File: config.mk
export PLATFORM = sky130hd
export DESIGN_NAME = rwc_device_flat
export DESIGN_NICKNAME = d
export VERILOG_FILES = /design/src/hdl/rwc_pkg.sv /design/src/hdl/rwc_if.sv /design/src/hdl/rwc_device.sv /design/src/flat_wrapper.sv
export VERILOG_INCLUDE_DIRS = /design/src /design/src/hdl
export SDC_FILE = /design/constraint.sdc
export NUM_CORES = 1
export LEC_CHECK = 0
export BUFFER_PORTS_ARGS = -buffer_cell sky130_fd_sc_hd__clkbuf_2
export CORE_ASPECT_RATIO = 0.5
export CORE_MARGIN = 3
export CORE_UTILIZATION = 42
export DETAILED_ROUTE_END_ITERATION = 7
export GPL_ROUTABILITY_DRIVEN = 0
export MAX_ROUTING_LAYER = met4
export PLACE_DENSITY = 0.63
export RECOVER_POWER = 25
export SLEW_MARGIN = 30
export SYNTH_ARGS = -nofsm -noshare
export SYNTH_HDL_FRONTEND = slang
export SYNTH_SLANG_ARGS = --single-unit
File: constraint.sdc
create_clock -name mclk_in -period 3.55 [get_ports mclk_in]
set_input_delay 0.1775 -clock mclk_in [delete_from_list [all_inputs] [get_ports mclk_in]]
set_output_delay 0.1775 -clock mclk_in [all_outputs]
set_load 0.01 [all_outputs]
File: src/hdl/rwc_map.svh
// Offsets, field positions, reset values and timing counts of the reset and watchdog block.
// Assumes inclusion by bare name from both ends.
`ifndef RWC_MAP_SVH
`define RWC_MAP_SVH
// Register indices on the device register port.
`define RWC_ADDR_CTRL 4'h0
`define RWC_ADDR_CAUSE 4'h1
`define RWC_ADDR_STATUS 4'h2
// Control register fields.
`define RWC_CTRL_PER_LO 0
`define RWC_CTRL_RST_EN 3
`define RWC_CTRL_UNLOCK 4
`define RWC_CTRL_PER_HI 5
`define RWC_CTRL_IRQ_EN 6
`define RWC_CTRL_TO_FLAG 7
// Cause register fields.
`define RWC_CAUSE_POWER 0
`define RWC_CAUSE_EXT 1
`define RWC_CAUSE_UV 2
`define RWC_CAUSE_WD 3
`define RWC_CAUSE_JTAG 4
// Status register fields.
`define RWC_STAT_RESET 0
`define RWC_STAT_OFF 1
// Reset values.
`define RWC_CTRL_RESET 8'h00
`define RWC_CAUSE_RESET 8'h00
// Timing.
`define RWC_SYS_CLK_HZ 200000000
`define RWC_WD_OSC_HZ 128000
`define RWC_WD_DIV ((`RWC_SYS_CLK_HZ + `RWC_WD_OSC_HZ - 1) / `RWC_WD_OSC_HZ)
`define RWC_UNLOCK_CYCLES 4
`define RWC_WD_BASE_CYCLES 2048
`define RWC_DELAY_SHORT 4096
`define RWC_DELAY_LONG 65536
`endif

File: src/hdl/rwc_pkg.sv
// Types shared by both ends of the reset and watchdog block.
// Assumes rwc_map.svh for numeric constants.
package rwc_pkg;
	typedef enum logic [2:0] {
		RWC_OFF = 3'b001,
		RWC_RESET = 3'b010,
		RWC_ACTIVE = 3'b100
	} rwc_state_e;
	typedef logic [7:0] rwc_byte_t;
endpackage
File: src/hdl/rwc_if.sv
// Interface joining the processor side and the reset and watchdog device.
// Assumes one clock shared by both ends.
`timescale 1ns/1ps
interface rwc_if;
	logic [3:0] addr;
	logic [7:0] wdata;
	logic wr;
	logic rd;
	logic [7:0] rdata;
	logic wd_restart;
	logic irq_ack;
	logic wd_irq;
	logic core_reset;
	modport device (
		input addr, wdata, wr, rd, wd_restart, irq_ack,
		output rdata, wd_irq, core_reset
	);
	modport core (
		output addr, wdata, wr, rd, wd_restart, irq_ack,
		input rdata, wd_irq, core_reset
	);
endinterface

File: src/hdl/rwc_device.sv
// Reset controller and watchdog timer of the device.
// Assumes a 200 MHz clock, asynchronous raw reset sources, and a core on rwc_if.
// Overview of operation
// - Any reset loads registers, restarts core.
// - Port reset is asynchronous, needs no clock; watchdog and charger resets are clocked here.
// - Stretch reset by fuse-chosen delay count.
// - Charger detect in power-off gives reset.
// - Long enough low reset pin resets.
// - Watchdog reset is one cycle pulse.
// - Undervoltage detector active except power-off.
// - Undervoltage resets now, delays on recovery.
// - JTAG reset register holds core reset.
// - Watchdog counts 128 kHz oscillator ticks.
// - Restart instruction clears watchdog counter.
// - Interrupt mode raises wake-capable request.
// - Reset mode resets on expiry.
// - Combined mode interrupts then becomes reset.
// - Always-on fuse forces reset mode.
// - Unlock needs unlock and enable together.
// - Change accepted within four cycles after unlock.
// - Periods span 16 ms to 8 s.
// - Watchdog runs in sleep, stops power-off.
// - Unlock bit self-clears after four cycles.
// - Cause flag forces reset enable set.
// - Vector entry clears flag, and enable when reset enabled.
// - Cause flag cleared by power-up or zero.
`timescale 1ns/1ps
`include "rwc_map.svh"
module rwc_device
	import rwc_pkg::*;
#(
	parameter int DELAY_SHORT = `RWC_DELAY_SHORT,
	parameter int DELAY_LONG = `RWC_DELAY_LONG,
	parameter int WD_DIV = `RWC_WD_DIV,
	parameter int WD_BASE = `RWC_WD_BASE_CYCLES
) (
	// Clock and power-up reset
	input wire logic mclk_in,
	input wire logic rst_in,
	// Raw reset sources, power-off and sleep requests from outside the clock domain
	input wire logic reset_pin_n_in,
	input wire logic charger_detect_in,
	input wire logic undervoltage_in,
	input wire logic jtag_reset_in,
	input wire logic power_off_req_in,
	input wire logic sleep_in,
	// Fuses
	input wire logic fuse_watchdog_forced_on_in,
	input wire logic startup_delay_fuses_in,
	// Core side
	rwc_if.device bus,
	// Outputs
	output logic port_reset_out,
	output logic bod_enable_out,
	output logic power_off_out
);
	logic [1:0] pin_s, chg_s, uv_s, jt_s, off_s;
	logic [7:0] rdata;
	logic wd_irq, core_reset, port_reset, bod_en;
	rwc_state_e state, next_state;
	logic [16:0] delay_cnt;
	logic [15:0] div_cnt;
	logic [20:0] wd_cnt;
	logic wd_rst_pulse, wd_to_flag, wd_irq_en, wd_rst_en, wd_unlock;
	logic [3:0] wd_period;
	logic [2:0] unlock_cnt;
	logic [4:0] cause;
	// ----------------------------------------------------------------
	// Synchronisers
	// ----------------------------------------------------------------
	always_ff @(posedge mclk_in or posedge rst_in) begin
		if (rst_in) begin
			pin_s <= 2'h3;
			chg_s <= 2'h0;
			uv_s <= 2'h0;
			jt_s <= 2'h0;
			off_s <= 2'h0;
		end else begin
			pin_s <= {pin_s[0], reset_pin_n_in};
			chg_s <= {chg_s[0], charger_detect_in};
			uv_s <= {uv_s[0], undervoltage_in};
			jt_s <= {jt_s[0], jtag_reset_in};
			off_s <= {off_s[0], power_off_req_in};
		end
	end
	wire is_off = (state == RWC_OFF);
	wire uv_act = uv_s[1] & ~is_off;
	wire ext_act = ~pin_s[1];
	wire jt_act = jt_s[1];
	wire por_evt = is_off & chg_s[1];
	wire src_act = ext_act | uv_act | jt_act | wd_rst_pulse | por_evt;
	// asynchronous port reset, no clock needed
	wire async_src = rst_in | ~reset_pin_n_in | (undervoltage_in & bod_en) | jtag_reset_in;
	wire [16:0] delay_len = startup_delay_fuses_in ? 17'(DELAY_LONG) : 17'(DELAY_SHORT);
	// ----------------------------------------------------------------
	// Reset sequencer
	// ----------------------------------------------------------------
	always_comb begin
		next_state = state;
		case (state)
			RWC_OFF: begin
				if (por_evt)
					next_state = RWC_RESET;
			end
			RWC_RESET: begin
				if (!src_act && delay_cnt == 17'h0)
					next_state = RWC_ACTIVE;
			end
			RWC_ACTIVE: begin
				if (src_act)
					next_state = RWC_RESET;
				else if (off_s[1])
					next_state = RWC_OFF;
			end
			default: next_state = RWC_OFF;
		endcase
	end
	always_ff @(posedge mclk_in or posedge rst_in) begin
		if (rst_in) begin
			state <= RWC_OFF;
			delay_cnt <= 17'h0;
		end else begin
			state <= next_state;
			if (src_act || next_state == RWC_OFF)
				delay_cnt <= delay_len;
			else if (delay_cnt != 17'h0)
				delay_cnt <= delay_cnt - 17'h1;
		end
	end
	// port reset driven asynchronously from power-up, pin, undervoltage and JTAG; watchdog and charger resets are clocked
	always_ff @(posedge mclk_in or posedge async_src) begin
		if (async_src)
			port_reset <= 1'b1;
		else
			port_reset <= (next_state != RWC_ACTIVE);
	end
	// ----------------------------------------------------------------
	// Watchdog
	// ----------------------------------------------------------------
	// forced mode
	wire eff_rst_en = fuse_watchdog_forced_on_in | wd_rst_en | cause[`RWC_CAUSE_WD];
	wire eff_irq_en = wd_irq_en & ~fuse_watchdog_forced_on_in;
	wire wd_run = (eff_rst_en | eff_irq_en) & ~is_off;
	wire wd_tick = (div_cnt == 16'(WD_DIV - 1));
	wire [20:0] wd_limit = 21'(WD_BASE) << wd_period[3:0];
	wire wd_expire = wd_run & wd_tick & (wd_cnt >= wd_limit - 21'h1);
	wire core_active = (state == RWC_ACTIVE);
	wire ctrl_wr = bus.wr & (bus.addr == `RWC_ADDR_CTRL) & core_active;
	wire cause_wr = bus.wr & (bus.addr == `RWC_ADDR_CAUSE) & core_active;
	wire wr_unlock = bus.wdata[`RWC_CTRL_UNLOCK] & bus.wdata[`RWC_CTRL_RST_EN];
	wire [3:0] wr_per = {bus.wdata[`RWC_CTRL_PER_HI], bus.wdata[2:0]};
	wire irq_mode_hit = wd_expire & eff_irq_en;
	// reset only when interrupt not enabled
	wire rst_hit = wd_expire & eff_rst_en & ~eff_irq_en;
	always_ff @(posedge mclk_in or posedge rst_in) begin
		if (rst_in) begin
			div_cnt <= 16'h0;
			wd_cnt <= 21'h0;
		end else begin
			div_cnt <= wd_tick ? 16'h0 : div_cnt + 16'h1;
			if (bus.wd_restart || !wd_run || wd_expire || !core_active)
				wd_cnt <= 21'h0;
			else if (wd_tick)
				wd_cnt <= wd_cnt + 21'h1;
		end
	end
	always_ff @(posedge mclk_in or posedge rst_in) begin
		if (rst_in) begin
			wd_rst_pulse <= 1'b0;
			wd_to_flag <= 1'b0;
			wd_irq_en <= 1'b0;
			wd_rst_en <= 1'b0;
			wd_unlock <= 1'b0;
			wd_period <= 4'h0;
			unlock_cnt <= 3'h0;
		end else if ((src_act || !core_active) && !wd_rst_pulse) begin
			wd_rst_pulse <= 1'b0;
			wd_to_flag <= 1'b0;
			wd_irq_en <= 1'b0;
			wd_rst_en <= 1'b0;
			wd_unlock <= 1'b0;
			wd_period <= 4'h0;
			unlock_cnt <= 3'h0;
		end else begin
			wd_rst_pulse <= rst_hit & ~wd_rst_pulse;
			if (wd_unlock)
				unlock_cnt <= unlock_cnt + 3'h1;
			if (wd_unlock && unlock_cnt == 3'(`RWC_UNLOCK_CYCLES - 1))
				wd_unlock <= 1'b0;
			if (ctrl_wr) begin
				wd_irq_en <= bus.wdata[`RWC_CTRL_IRQ_EN];
				if (wr_unlock) begin
					wd_unlock <= 1'b1;
					unlock_cnt <= 3'h0;
					wd_rst_en <= 1'b1;
				end else if (wd_unlock) begin
					wd_rst_en <= bus.wdata[`RWC_CTRL_RST_EN];
					wd_period <= wr_per;
					wd_unlock <= 1'b0;
				end else if (bus.wdata[`RWC_CTRL_RST_EN]) begin
					wd_rst_en <= 1'b1;
				end
			end
			if (irq_mode_hit) begin
				wd_to_flag <= 1'b1;
			end else if (bus.irq_ack && wd_to_flag) begin
				wd_to_flag <= 1'b0;
				if (eff_rst_en)
					wd_irq_en <= 1'b0;
			end else if (ctrl_wr && bus.wdata[`RWC_CTRL_TO_FLAG]) begin
				wd_to_flag <= 1'b0;
			end
		end
	end
	// ----------------------------------------------------------------
	// Reset cause flags
	// ----------------------------------------------------------------
	wire [4:0] cause_set = {jt_act, wd_rst_pulse, uv_act, ext_act, por_evt};
	always_ff @(posedge mclk_in or posedge rst_in) begin
		if (rst_in) begin
			cause <= 5'h0;
		end else if (por_evt) begin
			cause <= 5'h01;
		end else begin
			// set wins over write of zero
			if (cause_wr)
				cause <= (cause & bus.wdata[4:0]) | cause_set;
			else
				cause <= cause | cause_set;
		end
	end
	// ----------------------------------------------------------------
	// Read port and outputs
	// ----------------------------------------------------------------
	// enable reads set under cause flag
	wire [7:0] ctrl_view = {wd_to_flag, eff_irq_en, wd_period[3], wd_unlock, eff_rst_en,
		wd_period[2:0]};
	wire [7:0] stat_view = {6'h0, is_off, core_reset};
	wire [7:0] rd_mux = (bus.addr == `RWC_ADDR_CTRL) ? ctrl_view :
		(bus.addr == `RWC_ADDR_CAUSE) ? {3'h0, cause} :
		(bus.addr == `RWC_ADDR_STATUS) ? stat_view : 8'h00;
	always_ff @(posedge mclk_in or posedge rst_in) begin
		if (rst_in) begin
			rdata <= 8'h00;
			wd_irq <= 1'b0;
			core_reset <= 1'b1;
			bod_en <= 1'b0;
		end else begin
			rdata <= bus.rd ? rd_mux : 8'h00;
			wd_irq <= wd_to_flag & eff_irq_en;
			core_reset <= (next_state != RWC_ACTIVE);
			bod_en <= (next_state != RWC_OFF);
		end
	end
	assign bus.rdata = rdata;
	assign bus.wd_irq = wd_irq;
	assign bus.core_reset = core_reset;
	assign port_reset_out = port_reset;
	assign bod_enable_out = bod_en;
	assign power_off_out = is_off;
	wire unused_sleep = sleep_in;
endmodule

File: src/flat_wrapper.sv
// flat-port wrapper written by rule: the top's interface ports become plain ports
module rwc_device_flat import rwc_pkg::*;
#(
	parameter int DELAY_SHORT = `RWC_DELAY_SHORT,
	parameter int DELAY_LONG = `RWC_DELAY_LONG,
	parameter int WD_DIV = `RWC_WD_DIV,
	parameter int WD_BASE = `RWC_WD_BASE_CYCLES
)
  (mclk_in, rst_in, reset_pin_n_in, charger_detect_in, undervoltage_in, jtag_reset_in, power_off_req_in, sleep_in, fuse_watchdog_forced_on_in, startup_delay_fuses_in, port_reset_out, bod_enable_out, power_off_out, bus_addr, bus_wdata, bus_wr, bus_rd, bus_wd_restart, bus_irq_ack, bus_rdata, bus_wd_irq, bus_core_reset);
  rwc_if bus_i ();
  input wire logic mclk_in;
  input wire logic rst_in;
  input wire logic reset_pin_n_in;
  input wire logic charger_detect_in;
  input wire logic undervoltage_in;
  input wire logic jtag_reset_in;
  input wire logic power_off_req_in;
  input wire logic sleep_in;
  input wire logic fuse_watchdog_forced_on_in;
  input wire logic startup_delay_fuses_in;
  output logic port_reset_out;
  output logic bod_enable_out;
  output logic power_off_out;
  input wire logic [$bits(bus_i.addr)-1:0] bus_addr;
  input wire logic [$bits(bus_i.wdata)-1:0] bus_wdata;
  input wire logic [$bits(bus_i.wr)-1:0] bus_wr;
  input wire logic [$bits(bus_i.rd)-1:0] bus_rd;
  input wire logic [$bits(bus_i.wd_restart)-1:0] bus_wd_restart;
  input wire logic [$bits(bus_i.irq_ack)-1:0] bus_irq_ack;
  output wire logic [$bits(bus_i.rdata)-1:0] bus_rdata;
  output wire logic [$bits(bus_i.wd_irq)-1:0] bus_wd_irq;
  output wire logic [$bits(bus_i.core_reset)-1:0] bus_core_reset;
  assign bus_i.addr = bus_addr;
  assign bus_i.wdata = bus_wdata;
  assign bus_i.wr = bus_wr;
  assign bus_i.rd = bus_rd;
  assign bus_i.wd_restart = bus_wd_restart;
  assign bus_i.irq_ack = bus_irq_ack;
  assign bus_rdata = bus_i.rdata;
  assign bus_wd_irq = bus_i.wd_irq;
  assign bus_core_reset = bus_i.core_reset;
  rwc_device #(.DELAY_SHORT(DELAY_SHORT), .DELAY_LONG(DELAY_LONG), .WD_DIV(WD_DIV), .WD_BASE(WD_BASE)) u_core (.mclk_in(mclk_in), .rst_in(rst_in), .reset_pin_n_in(reset_pin_n_in), .charger_detect_in(charger_detect_in), .undervoltage_in(undervoltage_in), .jtag_reset_in(jtag_reset_in), .power_off_req_in(power_off_req_in), .sleep_in(sleep_in), .fuse_watchdog_forced_on_in(fuse_watchdog_forced_on_in), .startup_delay_fuses_in(startup_delay_fuses_in), .bus(bus_i), .port_reset_out(port_reset_out), .bod_enable_out(bod_enable_out), .power_off_out(power_off_out));
endmodule
==> run_results.csv, run 1 <==
group,metric,value,unit
layout,seq_area,2410,um^2
setup_path,slowest_stage,"dfrtp_1",
sta,finalSetupViolations,0,
layout,stdcell_area,5440,um^2
cts,cts_resized,0,
cts,htree_levels,3,
layout,finish.utilization,51.5,%
die,io_pins,39,
sta,setup_ws,0.552,ns
sta,period_needed,3.00,ns
setup_path,worstPathCellList,"nor3_1, nand2b_1, ha_1, nor3_1, a21o_1, a32oi_1, ha_1, a211oi_1, nand2_1, o31ai_1, a31o_2, buf_4, nor2_1, o21ba_2",
yosys,synth_seq_area_share,51.0,%
sta,finalSetupTns,0,ns
layout,final_nets,575,
layout,n_fill_cell,923,
layout,multi_input_area,2200,um^2
setup_path,cp_max_fo,10,
cts,clock_path_buffers,2,
yosys,synth_nets,525,
route,vias,3548,
place,placed_area,5100,um^2
yosys,avgSynthCellArea,9.81,um^2
setup_path,start_kind,"flip-flop",
power,cellPowerDensity,493,nW/um^2
route,drt_wl_total,9.21,mm
die,core_region_area,10600,um^2
sta,grt_setup_unrepaired,"false",
sta,hold_viol,0,
cts,cts.clk_slew.worst_paths,0.07,ns
yosys,synth-seq-cells,96,
setup_path,critPathBufInv,1,
layout,num_antenna_cells,0,
place,hpwlAfterDp,6.58,mm
setup_path,end_kind,"flip-flop",
place,pre_cts_slack,0.576,ns
power,power.leakage,2.40,nW
cts,numCtsBuffers,9,
route,ant_nets,0,
sta,finalMaxSlewViolations,0,
global_route,grt_pass1_vias,3377,
global_route,grt_pass1_wl,16.2,mm
setup_path,arrival,3.23,ns
sta,min_period_over_period,84.4,%
global_route,gr-total-overflow,0,
die,core.rowCount,26,
layout,drive_gt1_share,12.5,%
die,die_h,81.0,um
yosys,async_flop_share,100,%
global_route,grt_usage,16.5,%
route,via_per_inst,5.24,
cts,clock_latency,0.34,ns
yosys,yosysWarnings,0,
cts,tritoncts,"done",
global_route,grt_max_degree,38,
yosys,ys_types,56,
power,peakVddDrop,0.219,mV
run,drv_cap,0,
yosys,synthCells,482,
setup_path,crit_path_max_incr_delay,0.38,ns
sta,worstMarginPinSlew,1.46,ns
die,dieArea,12600,um^2
route,drcViolationCount,0,
route,drt_iter0_drc,221,
die,start_util,44.7,%
route,drtPass1Iterations,4,
place,io_buffers,37,
run_status,outcome,"finished, final reports clean",
global_route,antenna_found_initial,0,
cts,cts.sinks,96,
layout,syn_to_final_growth,15.2,%
route,wl_per_cell,13.6,um
hold_path,holdCritPathClass,"input port to flip-flop",
layout,instances_no_fill,677,
die,die_w,156,um
setup_path,critical_path.top_delay_family,"compound AO/OA/AOI/OAI gates",
cts,root_buffer,"clkbuf_16",
sta,clock.fmax,334,MHz
yosys,synth_edf_count,0,
place,placed_cells,654,
setup_path,worstSetupPathType,"flip-flop to flip-flop",
yosys,netlist_area,4730,um^2
sta,relSlewSlack,2.41,%
sta,clock-skew-final,0.00916,ns
yosys,synthFlopType,"dfrtp_1",
setup_path,cp.required,3.78,ns
cell families (layout without fill, tap and decap cells):
| group | Yosys count | after routing | share of synthesized area (%) |
|---|---|---|---|
| flip-flops | 96 | 96 | 51.0 |
| adder cells (fa/ha/maj) | 17 | 17 | 4.50 |
| AND/OR/NAND/NOR | 215 | 215 | 22.8 |
| multiplexers | 9 | 9 | 1.91 |
| XOR/XNOR | 41 | 41 | 7.60 |
| AO/OA/AOI/OAI | 74 | 74 | 9.74 |
| buffers and inverters | 30 | 85 | 2.54 |
repair_timing:
action                                 4_1_cts  5_1_grt
endpoints found under the hold margin       37        0
setup buffers                                0        0
hold buffers                                 7        0
worst register-to-register path: cells and delay by family, from the launching register on:
kind	cells	cell delay, ns
AO/OA/AOI/OAI	6	1.13
adder cells (fa/ha/maj)	2	0.45
buffers and inverters	1	0.17
flip-flops	1	0.38
AND/OR/NAND/NOR	5	0.76
report_power, final:
group | total (W) | internal [W] | leakage, nW | switching, W
Clock | 0.000956 | 0.000548 | 0.136 | 0.000409
Sequential | 0.00121 | 0.00116 | 1.27 | 0.0000531
Combinational | 0.000514 | 0.000225 | 0.994 | 0.000288
Total | 0.00268 | 0.00193 | 2.40 | 0.000750
layout by cell type, fill, tap and decap left out, types with 14 or more instances in the layout:
cell type  instances
dfrtp_1           91
nor2_1            78
nand2_1           38
clkbuf_2          29
a21oi_1           22
xor2_1            22
o21ai_0           20
xnor2_1           19
ha_1              17
nand3_1           15
inv_1             14
nor3_1            14
synth_stat cells, types with 3 or more instances:
cell | count | share of area, %
inv_1 | 15 | 1.2
and2_1 | 3 | 0.40
o31ai_1 | 4 | 0.64
nand2_1 | 38 | 3.0
a211oi_1 | 4 | 0.64
nor2_1 | 78 | 6.2
ha_1 | 17 | 4.5
xnor2_1 | 19 | 3.5
o21ai_0 | 20 | 2.1
nor4b_1 | 3 | 0.56
nand4_1 | 12 | 1.6
dfstp_2 | 5 | 2.8
xor2_1 | 22 | 4.1
o21a_1 | 5 | 0.79
a21oi_1 | 22 | 2.3
nand2b_1 | 8 | 1.1
mux2i_1 | 9 | 1.9
nor4_1 | 7 | 0.93
nor3_1 | 14 | 1.5
or3_1 | 5 | 0.66
or4_1 | 5 | 0.79
nand3_1 | 15 | 1.6
dfrtp_1 | 91 | 48
and3_1 | 8 | 1.1
clkbuf_1 | 12 | 0.95
state kept, by name, summed over array words and instances (netlist names), 2 cells and up:
signal             cells
u_core.wd_period       4
u_core.pin_s           2
u_core.div_cnt        16
u_core.cause           5
u_core.uv_s            2
u_core.chg_s           2
u_core.state           3
u_core.wd_cnt         21
u_core.unlock_cnt      3
u_core.off_s           2
u_core.delay_cnt      17
u_core.bus.rdata       8
u_core.jt_s            2
path summary, 6_finish.rpt:
kind	from	end	slack, ns	cells past startpoint
hold reg to reg	u_core.jt_s[0]$_DFF_PP0_	u_core.jt_s[1]$_DFF_PP0_	0.35	0
max in group asynchronous	rst_in	u_core.bus.core_reset$_DFF_PP1_	1.72	4
setup reg to reg	u_core.wd_period[3]$_DFFE_PP0P_	u_core.wd_to_flag$_DFFE_PP0P_	0.55	14
min in group asynchronous	rst_in	u_core.delay_cnt[14]$_DFFE_PP0P_	0.73	3
hold / removal	startup_delay_fuses_in	u_core.delay_cnt[16]$_DFFE_PP0P_	0.07	3
setup / recovery	u_core.wd_period[3]$_DFFE_PP0P_	u_core.wd_to_flag$_DFFE_PP0P_	0.55	14
per-layer routing:
metal / track usage, % / share of wire, % / vias to the layer above
met2: 24.6 / 43 / 63
met3: 4.20 / 4.6 / 12
met4: 5.02 / 1.4 / 0
met1: 22.3 / 51 / 1686
li1: - / - / 1787
met5: - / 0 / -
area by class of cell:
| class | instances | share of cell area [%] |
|---|---|---|
| Multi-Input combinational cell | 356 | 40.5 |
| Sequential cell | 96 | 44.2 |
| Clock inverter | 5 | 1.08 |
| Timing Repair Buffer | 53 | 5.61 |
| Tap cell | 140 | 3.22 |
| Inverter | 16 | 1.13 |
| Clock buffer | 11 | 4.27 |
metrics by stage:
stage | hold WS [ns] | power, W
after floorplan | 0.164 | 0.00163
after global placement | 0.209 | 0.00174
after detailed placement | 0.214 | 0.00174
after CTS | 0.0674 | 0.00271
after global routing | 0.0931 | 0.00282
final | 0.0691 | 0.00268
Note: power is estimated with default switching activity, not from simulation.
==> run 2, diff against run 1 <==
clock period = 3.1 ns   (was 3.55 ns; I/O delays follow)
==> run 2 against run 1 <==
The flow now finishes with violations (capacitance limit, slew limit). Register-to-register slack got worse by 0.35 ns. Routed wire length increased by 4.9%. Sequential share of layout area decreased by 0.41 points. Final area increased by 0.94%. Largest power group unchanged. Largest cell class unchanged.
==> run_results.csv, run 2 (synthesis gave the netlist of run 1 again) <==
group,metric,value,unit
global_route,gr-total-overflow,0,
sta,hold_viol,0,
place,pre_cts_slack,-0.136,ns
layout,final_nets,578,
die,core.rowCount,26,
setup_path,arrival,3.13,ns
cts,tritoncts,"done",
layout,max_flop_register,"u_core.wd_cnt",
layout,final_common_cell,"dfrtp_1",
global_route,grt_max_degree,54,
cts,clock_latency,0.34,ns
die,core_region_area,10600,um^2
route,drt_iter0_drc,299,
global_route,grt_pass1_wl,16.6,mm
place,placed_cells,657,
sta,clock-skew-final,0.00452,ns
cts,htree_levels,3,
power,cellPowerDensity,561,nW/um^2
sta,period_needed,2.90,ns
setup_path,worstSetupPathType,"flip-flop to flip-flop",
layout,instances_no_fill,680,
route,vias,3624,
hold_path,min_from,"startup_delay_fuses_in",
hold_path,holdCritPathClass,"input port to flip-flop",
power,peakVddDrop,0.297,mV
route,wl_per_cell,14.2,um
place,hpwlAfterDp,6.77,mm
die,start_util,44.7,%
cts,cts.sinks,96,
cts,cts.clk_slew.worst_paths,0.07,ns
setup_path,critical_path.startpoint,"u_core.wd_period[3]$_DFFE_PP0P_",
layout,final_cell_mix,"dfrtp_1 (91), nor2_1 (78), nand2_1 (38)",
sta,min_period_over_period,93.5,%
setup_path,rr_worst_depth,14,
die,dieArea,12600,um^2
power,power.leakage,2.42,nW
global_route,grt_usage,16.8,%
layout,stdcell_area,5500,um^2
place,placed_area,5120,um^2
layout,finish.utilization,52.0,%
place,io_buffers,37,
route,drt_wl_total,9.66,mm
sta,finalSetupViolations,0,
sta,setup_ws,0.202,ns
route,drtPass1Iterations,4,
setup_path,cp_max_fo,10,
cts,clock_path_buffers,2,
run,drv_cap,1,
run_status,outcome,"finished with violations",
route,drcViolationCount,0,
cts,root_buffer,"clkbuf_16",
route,via_per_inst,5.33,
setup_path,cp.required,3.33,ns
route,ant_nets,0,
die,die_h,81.0,um
run_status,violations,"capacitance limit, slew limit",
cts,numCtsBuffers,9,
sta,worstMarginPinSlew,1.98,ns
global_route,grt_pass1_vias,3553,
layout,syn_to_final_growth,16.3,%
die,io_pins,39,
setup_path,rr_startpoint,"u_core.wd_period[3]$_DFFE_PP0P_",
layout,num_antenna_cells,0,
global_route,antenna_found_initial,0,
layout,n_fill_cell,976,
layout,largest_reg_flops,21,
die,die_w,156,um
layout,reg.largest.list,"u_core.wd_cnt (21), u_core.delay_cnt (17), u_core.div_cnt (16)",
sta,clock.fmax,345,MHz
layout,drive_gt1_share,12.8,%
sta,relSlewSlack,-32.0,%
setup_path,start_kind,"flip-flop",
setup_path,end_kind,"flip-flop",
sta,finalMaxSlewViolations,54,
hold_path,min_path_cells,3,
==> run 2: repair_timing <==
action | in CTS | in global routing
hold buffers | 7 | 0
buffers inserted | 0 | 0
gates resized for setup | 1 | 5
endpoints found under the setup margin | 14 | 24
hold endpoints to repair | 54 | 0
==> run 2: per-stage QoR <==
step | power [W] | hold WS, ns | TNS, ns
after CTS | 0.00312 | 0.0570 | 0
after global routing | 0.00324 | 0.0923 | -0.0154
final | 0.00309 | 0.0675 | 0
after detailed placement | 0.00199 | 0.259 | -1.76
after floorplan | 0.00186 | 0.142 | 0
after global placement | 0.00199 | 0.257 | -0.889
==> run 2: critical path, stage by stage, from the launching register on <==
cell and delay [ns]:
dfrtp_1 0.39, nor3_2 0.22, nand2b_1 0.10, ha_1 0.24, nor3_2 0.12, a21o_1 0.11
a32oi_1 0.11, ha_1 0.21, a211oi_2 0.27, nand2_1 0.12, o31ai_2 0.25, a31o_2 0.18
buf_4 0.18, nor2_1 0.07, o21ba_2 0.20
==> run 2: layout make-up <==
cell class                      instances  area, um^2  area share [%]
Clock buffer                           10         229            4.17
Sequential cell                        96        2410            43.8
Tap cell                              140         175            3.19
Inverter                               16        60.1            1.09
Clock inverter                          6        68.8            1.25
Multi-Input combinational cell        356        2230            40.6
Timing Repair Buffer                   56         324            5.90
==> run 2: final timing paths <==
path / endpoint / slack, ns
max: u_core.wd_to_flag$_DFFE_PP0P_ / 0.20
min: u_core.delay_cnt[16]$_DFFE_PP0P_ / 0.07
max reg2reg: u_core.wd_to_flag$_DFFE_PP0P_ / 0.20
min reg2reg: u_core.jt_s[1]$_DFF_PP0_ / 0.35
max in group asynchronous: u_core.wd_cnt[2]$_DFFE_PP0P_ / 0.87
min in group asynchronous: u_core.port_reset_out$_DFF_PP1_ / 0.91
==> run 2: report_power, final <==
group	switching (W)	leakage [nW]	internal, W
clock	0.000481	0.143	0.000630
sequential	0.0000574	1.27	0.00133
combinational	0.000332	1.01	0.000257
total	0.000870	2.42	0.00222
==> run 2: per-layer routing <==
metal  vias up  routed length, um  track usage, %
met3        16                354            3.78
met2        55               4350            26.1
met5         -                  0               -
met4         0                140            5.11
met1      1760               4810            22.3
li1       1793                  -               -
==> run 3, diff against run 2 <==
MAX_ROUTING_LAYER = unset   (was met4)
==> run 3 against run 2 <==
The flow still finishes with violations (capacitance limit, slew limit). Final area unchanged. Non-clock buffer count did not move. Global-route usage is 0.51 points lower. Final cell count unchanged. Sequential share of layout area is the same. Clock skew about the same. Register-to-register slack hardly changed. Largest power group unchanged. Power is 0.11% lower. Worst setup slack about the same. Via count decreased by 0.17%. Routed wire length shrank 0.32%. Die area stayed put.
==> run_results.csv, run 3 (synthesis gave the netlist of run 1 again) <==
group,metric,value,unit
power,switchingPower,0.000867,W
sta,finalSetupViolations,0,
place,hpwlAfterDp,6.77,mm
setup_path,slowest_stage,"dfrtp_1",
global_route,grt_pass1_vias,3549,
power,power_frac_comb,19.1,%
route,vias,3618,
die,die_h,81.0,um
run,drv_cap,1,
cts,numCtsBuffers,9,
cts,root_buffer,"clkbuf_16",
hold_path,holdCritPathClass,"input port to flip-flop",
route,drt_iter0_drc,256,
sta,finalMaxSlewViolations,54,
global_route,grt_usage,16.3,%
power,p_clk_share,35.9,%
sta,hold_slack,0.0698,ns
cts,postCtsSetupBuffers,0,
power,power.leakage,2.42,nW
sta,worstMarginPinSlew,1.98,ns
cts,tritoncts,"done",
setup_path,worstSetupPathType,"flip-flop to flip-flop",
setup_path,cp_max_fo,10,
place,io_buffers,37,
route,drcViolationCount,0,
die,die_w,156,um
setup_path,end_kind,"flip-flop",
layout,num_antenna_cells,0,
power,pwr-share-seq,45.0,%
global_route,antenna_found_initial,0,
route,ant_nets,0,
layout,reg.largest.list,"u_core.wd_cnt (21), u_core.delay_cnt (17), u_core.div_cnt (16)",
sta,min_period_over_period,93.5,%
run_status,violations,"capacitance limit, slew limit",
route,wl_per_cell,14.2,um
cts,clock_latency,0.34,ns
layout,final_cell_mix,"dfrtp_1 (91), nor2_1 (78), nand2_1 (38)",
sta,clock-skew-final,0.00461,ns
cts,cts.sinks,96,
die,io_pins,39,
cts,clock_path_buffers,2,
setup_path,crit_path_max_incr_delay,0.39,ns
power,p_sw_share,28.1,%
power,cellPowerDensity,561,nW/um^2
route,via_per_inst,5.32,
place,placed_area,5120,um^2
die,core_region_area,10600,um^2
setup_path,worstPathCellList,"nor3_2, nand2b_1, ha_1, nor3_2, a21o_1, a32oi_1, ha_1, a211oi_2, nand2_1, o31ai_2, a31o_2, buf_4, nor2_1, o21ba_2",
run_status,outcome,"finished with violations",
die,start_util,44.7,%
setup_path,arrival,3.13,ns
sta,hold_viol,0,
layout,stdcell_area,5500,um^2
sta,clock.fmax,345,MHz
cts,htree_levels,3,
cts,cts.clk_slew.worst_paths,0.07,ns
global_route,grt_max_degree,54,
layout,drive_gt1_share,12.8,%
layout,largest_reg_flops,21,
setup_path,critical_path.top_delay_family,"compound AO/OA/AOI/OAI gates",
layout,finish.utilization,52.0,%
power,peakVddDrop,0.294,mV
sta,relSlewSlack,-32.5,%
route,drt_wl_total,9.63,mm
sta,period_needed,2.90,ns
layout,syn_to_final_growth,16.3,%
setup_path,cp.required,3.33,ns
global_route,grt_pass1_wl,16.6,mm
die,core.rowCount,26,
setup_path,critPathBufInv,1,
power,p_int,0.00222,W
global_route,gr-total-overflow,0,
route,drtPass1Iterations,5,
layout,max_flop_register,"u_core.wd_cnt",
layout,final_nets,578,
setup_path,start_kind,"flip-flop",
die,dieArea,12600,um^2
layout,final_common_cell,"dfrtp_1",
## run 3: cell counts in the layout (fill, tap and decap cells not counted)
No cell type changed its count.
## run 3: timing repair
| action | CTS | global route |
|---|---|---|
| endpoints found under the hold margin | 54 | 0 |
| resized for setup | 1 | 5 |
| endpoints found under the setup margin | 14 | 24 |
| hold buffers | 7 | 0 |
## run 3: final timing paths
kind,to,startpoint,slack (ns),cells past startpoint
worst min register to register,u_core.uv_s[1]$_DFF_PP0_,u_core.uv_s[0]$_DFF_PP0_,0.35,0
worst max-delay path,u_core.wd_to_flag$_DFFE_PP0P_,u_core.wd_period[3]$_DFFE_PP0P_,0.20,14
min in group asynchronous,u_core.port_reset_out$_DFF_PP1_,u_core.bod_enable_out$_DFF_PP0_,0.92,2
max in group asynchronous,u_core.wd_cnt[2]$_DFFE_PP0P_,rst_in,0.86,4
worst min-delay path,u_core.delay_cnt[16]$_DFFE_PP0P_,startup_delay_fuses_in,0.07,3
worst max register to register,u_core.wd_to_flag$_DFFE_PP0P_,u_core.wd_period[3]$_DFFE_PP0P_,0.20,14
## run 3: area by class of cell
cell class                 count  area, um^2
timing repair buffer          56         324
clock buffer                  10         229
clock inverter                 6        68.8
inverter                      16        60.1
tap                          140         175
fill                         976        5080
multi-input combinational    356        2230
sequential                    96        2410
## run 3: worst register-to-register path, cell delays in order (launching register included)
cell and delay [ns]:
dfrtp_1 0.39, nor3_2 0.22, nand2b_1 0.10, ha_1 0.24
nor3_2 0.12, a21o_1 0.11, a32oi_1 0.12, ha_1 0.21
a211oi_2 0.27, nand2_1 0.12, o31ai_2 0.25, a31o_2 0.18
buf_4 0.18, nor2_1 0.07, o21ba_2 0.20
## run 3: power by group through the flow
stage	Combinational, W	Clock [W]	Sequential, W
2_1_floorplan	0.000463	0	0.00140
3_3_place_gp	0.000581	0	0.00141
3_5_place_dp	0.000584	0	0.00141
4_1_cts	0.000598	0.00114	0.00138
5_1_grt	0.000660	0.00119	0.00140
6_report	0.000589	0.00111	0.00139
## run 3: metrics by stage
step                      total power [W]  worst slack, ns  TNS, ns  cells
after floorplan                   0.00186            0.143        0    482
after global placement            0.00199          -0.0659   -0.889    657
after detailed placement          0.00199           -0.136    -1.76    657
after CTS                         0.00312            0.168        0    680
after global routing              0.00324          -0.0154  -0.0154    680
final                             0.00308            0.201        0    680
## run 3: routing by layer
layer  GRT usage, %  share of wire (%)  vias to the layer above
met2           26.2                 45                       47
met3           3.78                3.5                       15
met5              0                  0                        -
li1               -                  -                     1789
met1           22.2                 50                     1767
met4           5.11                1.4                        0
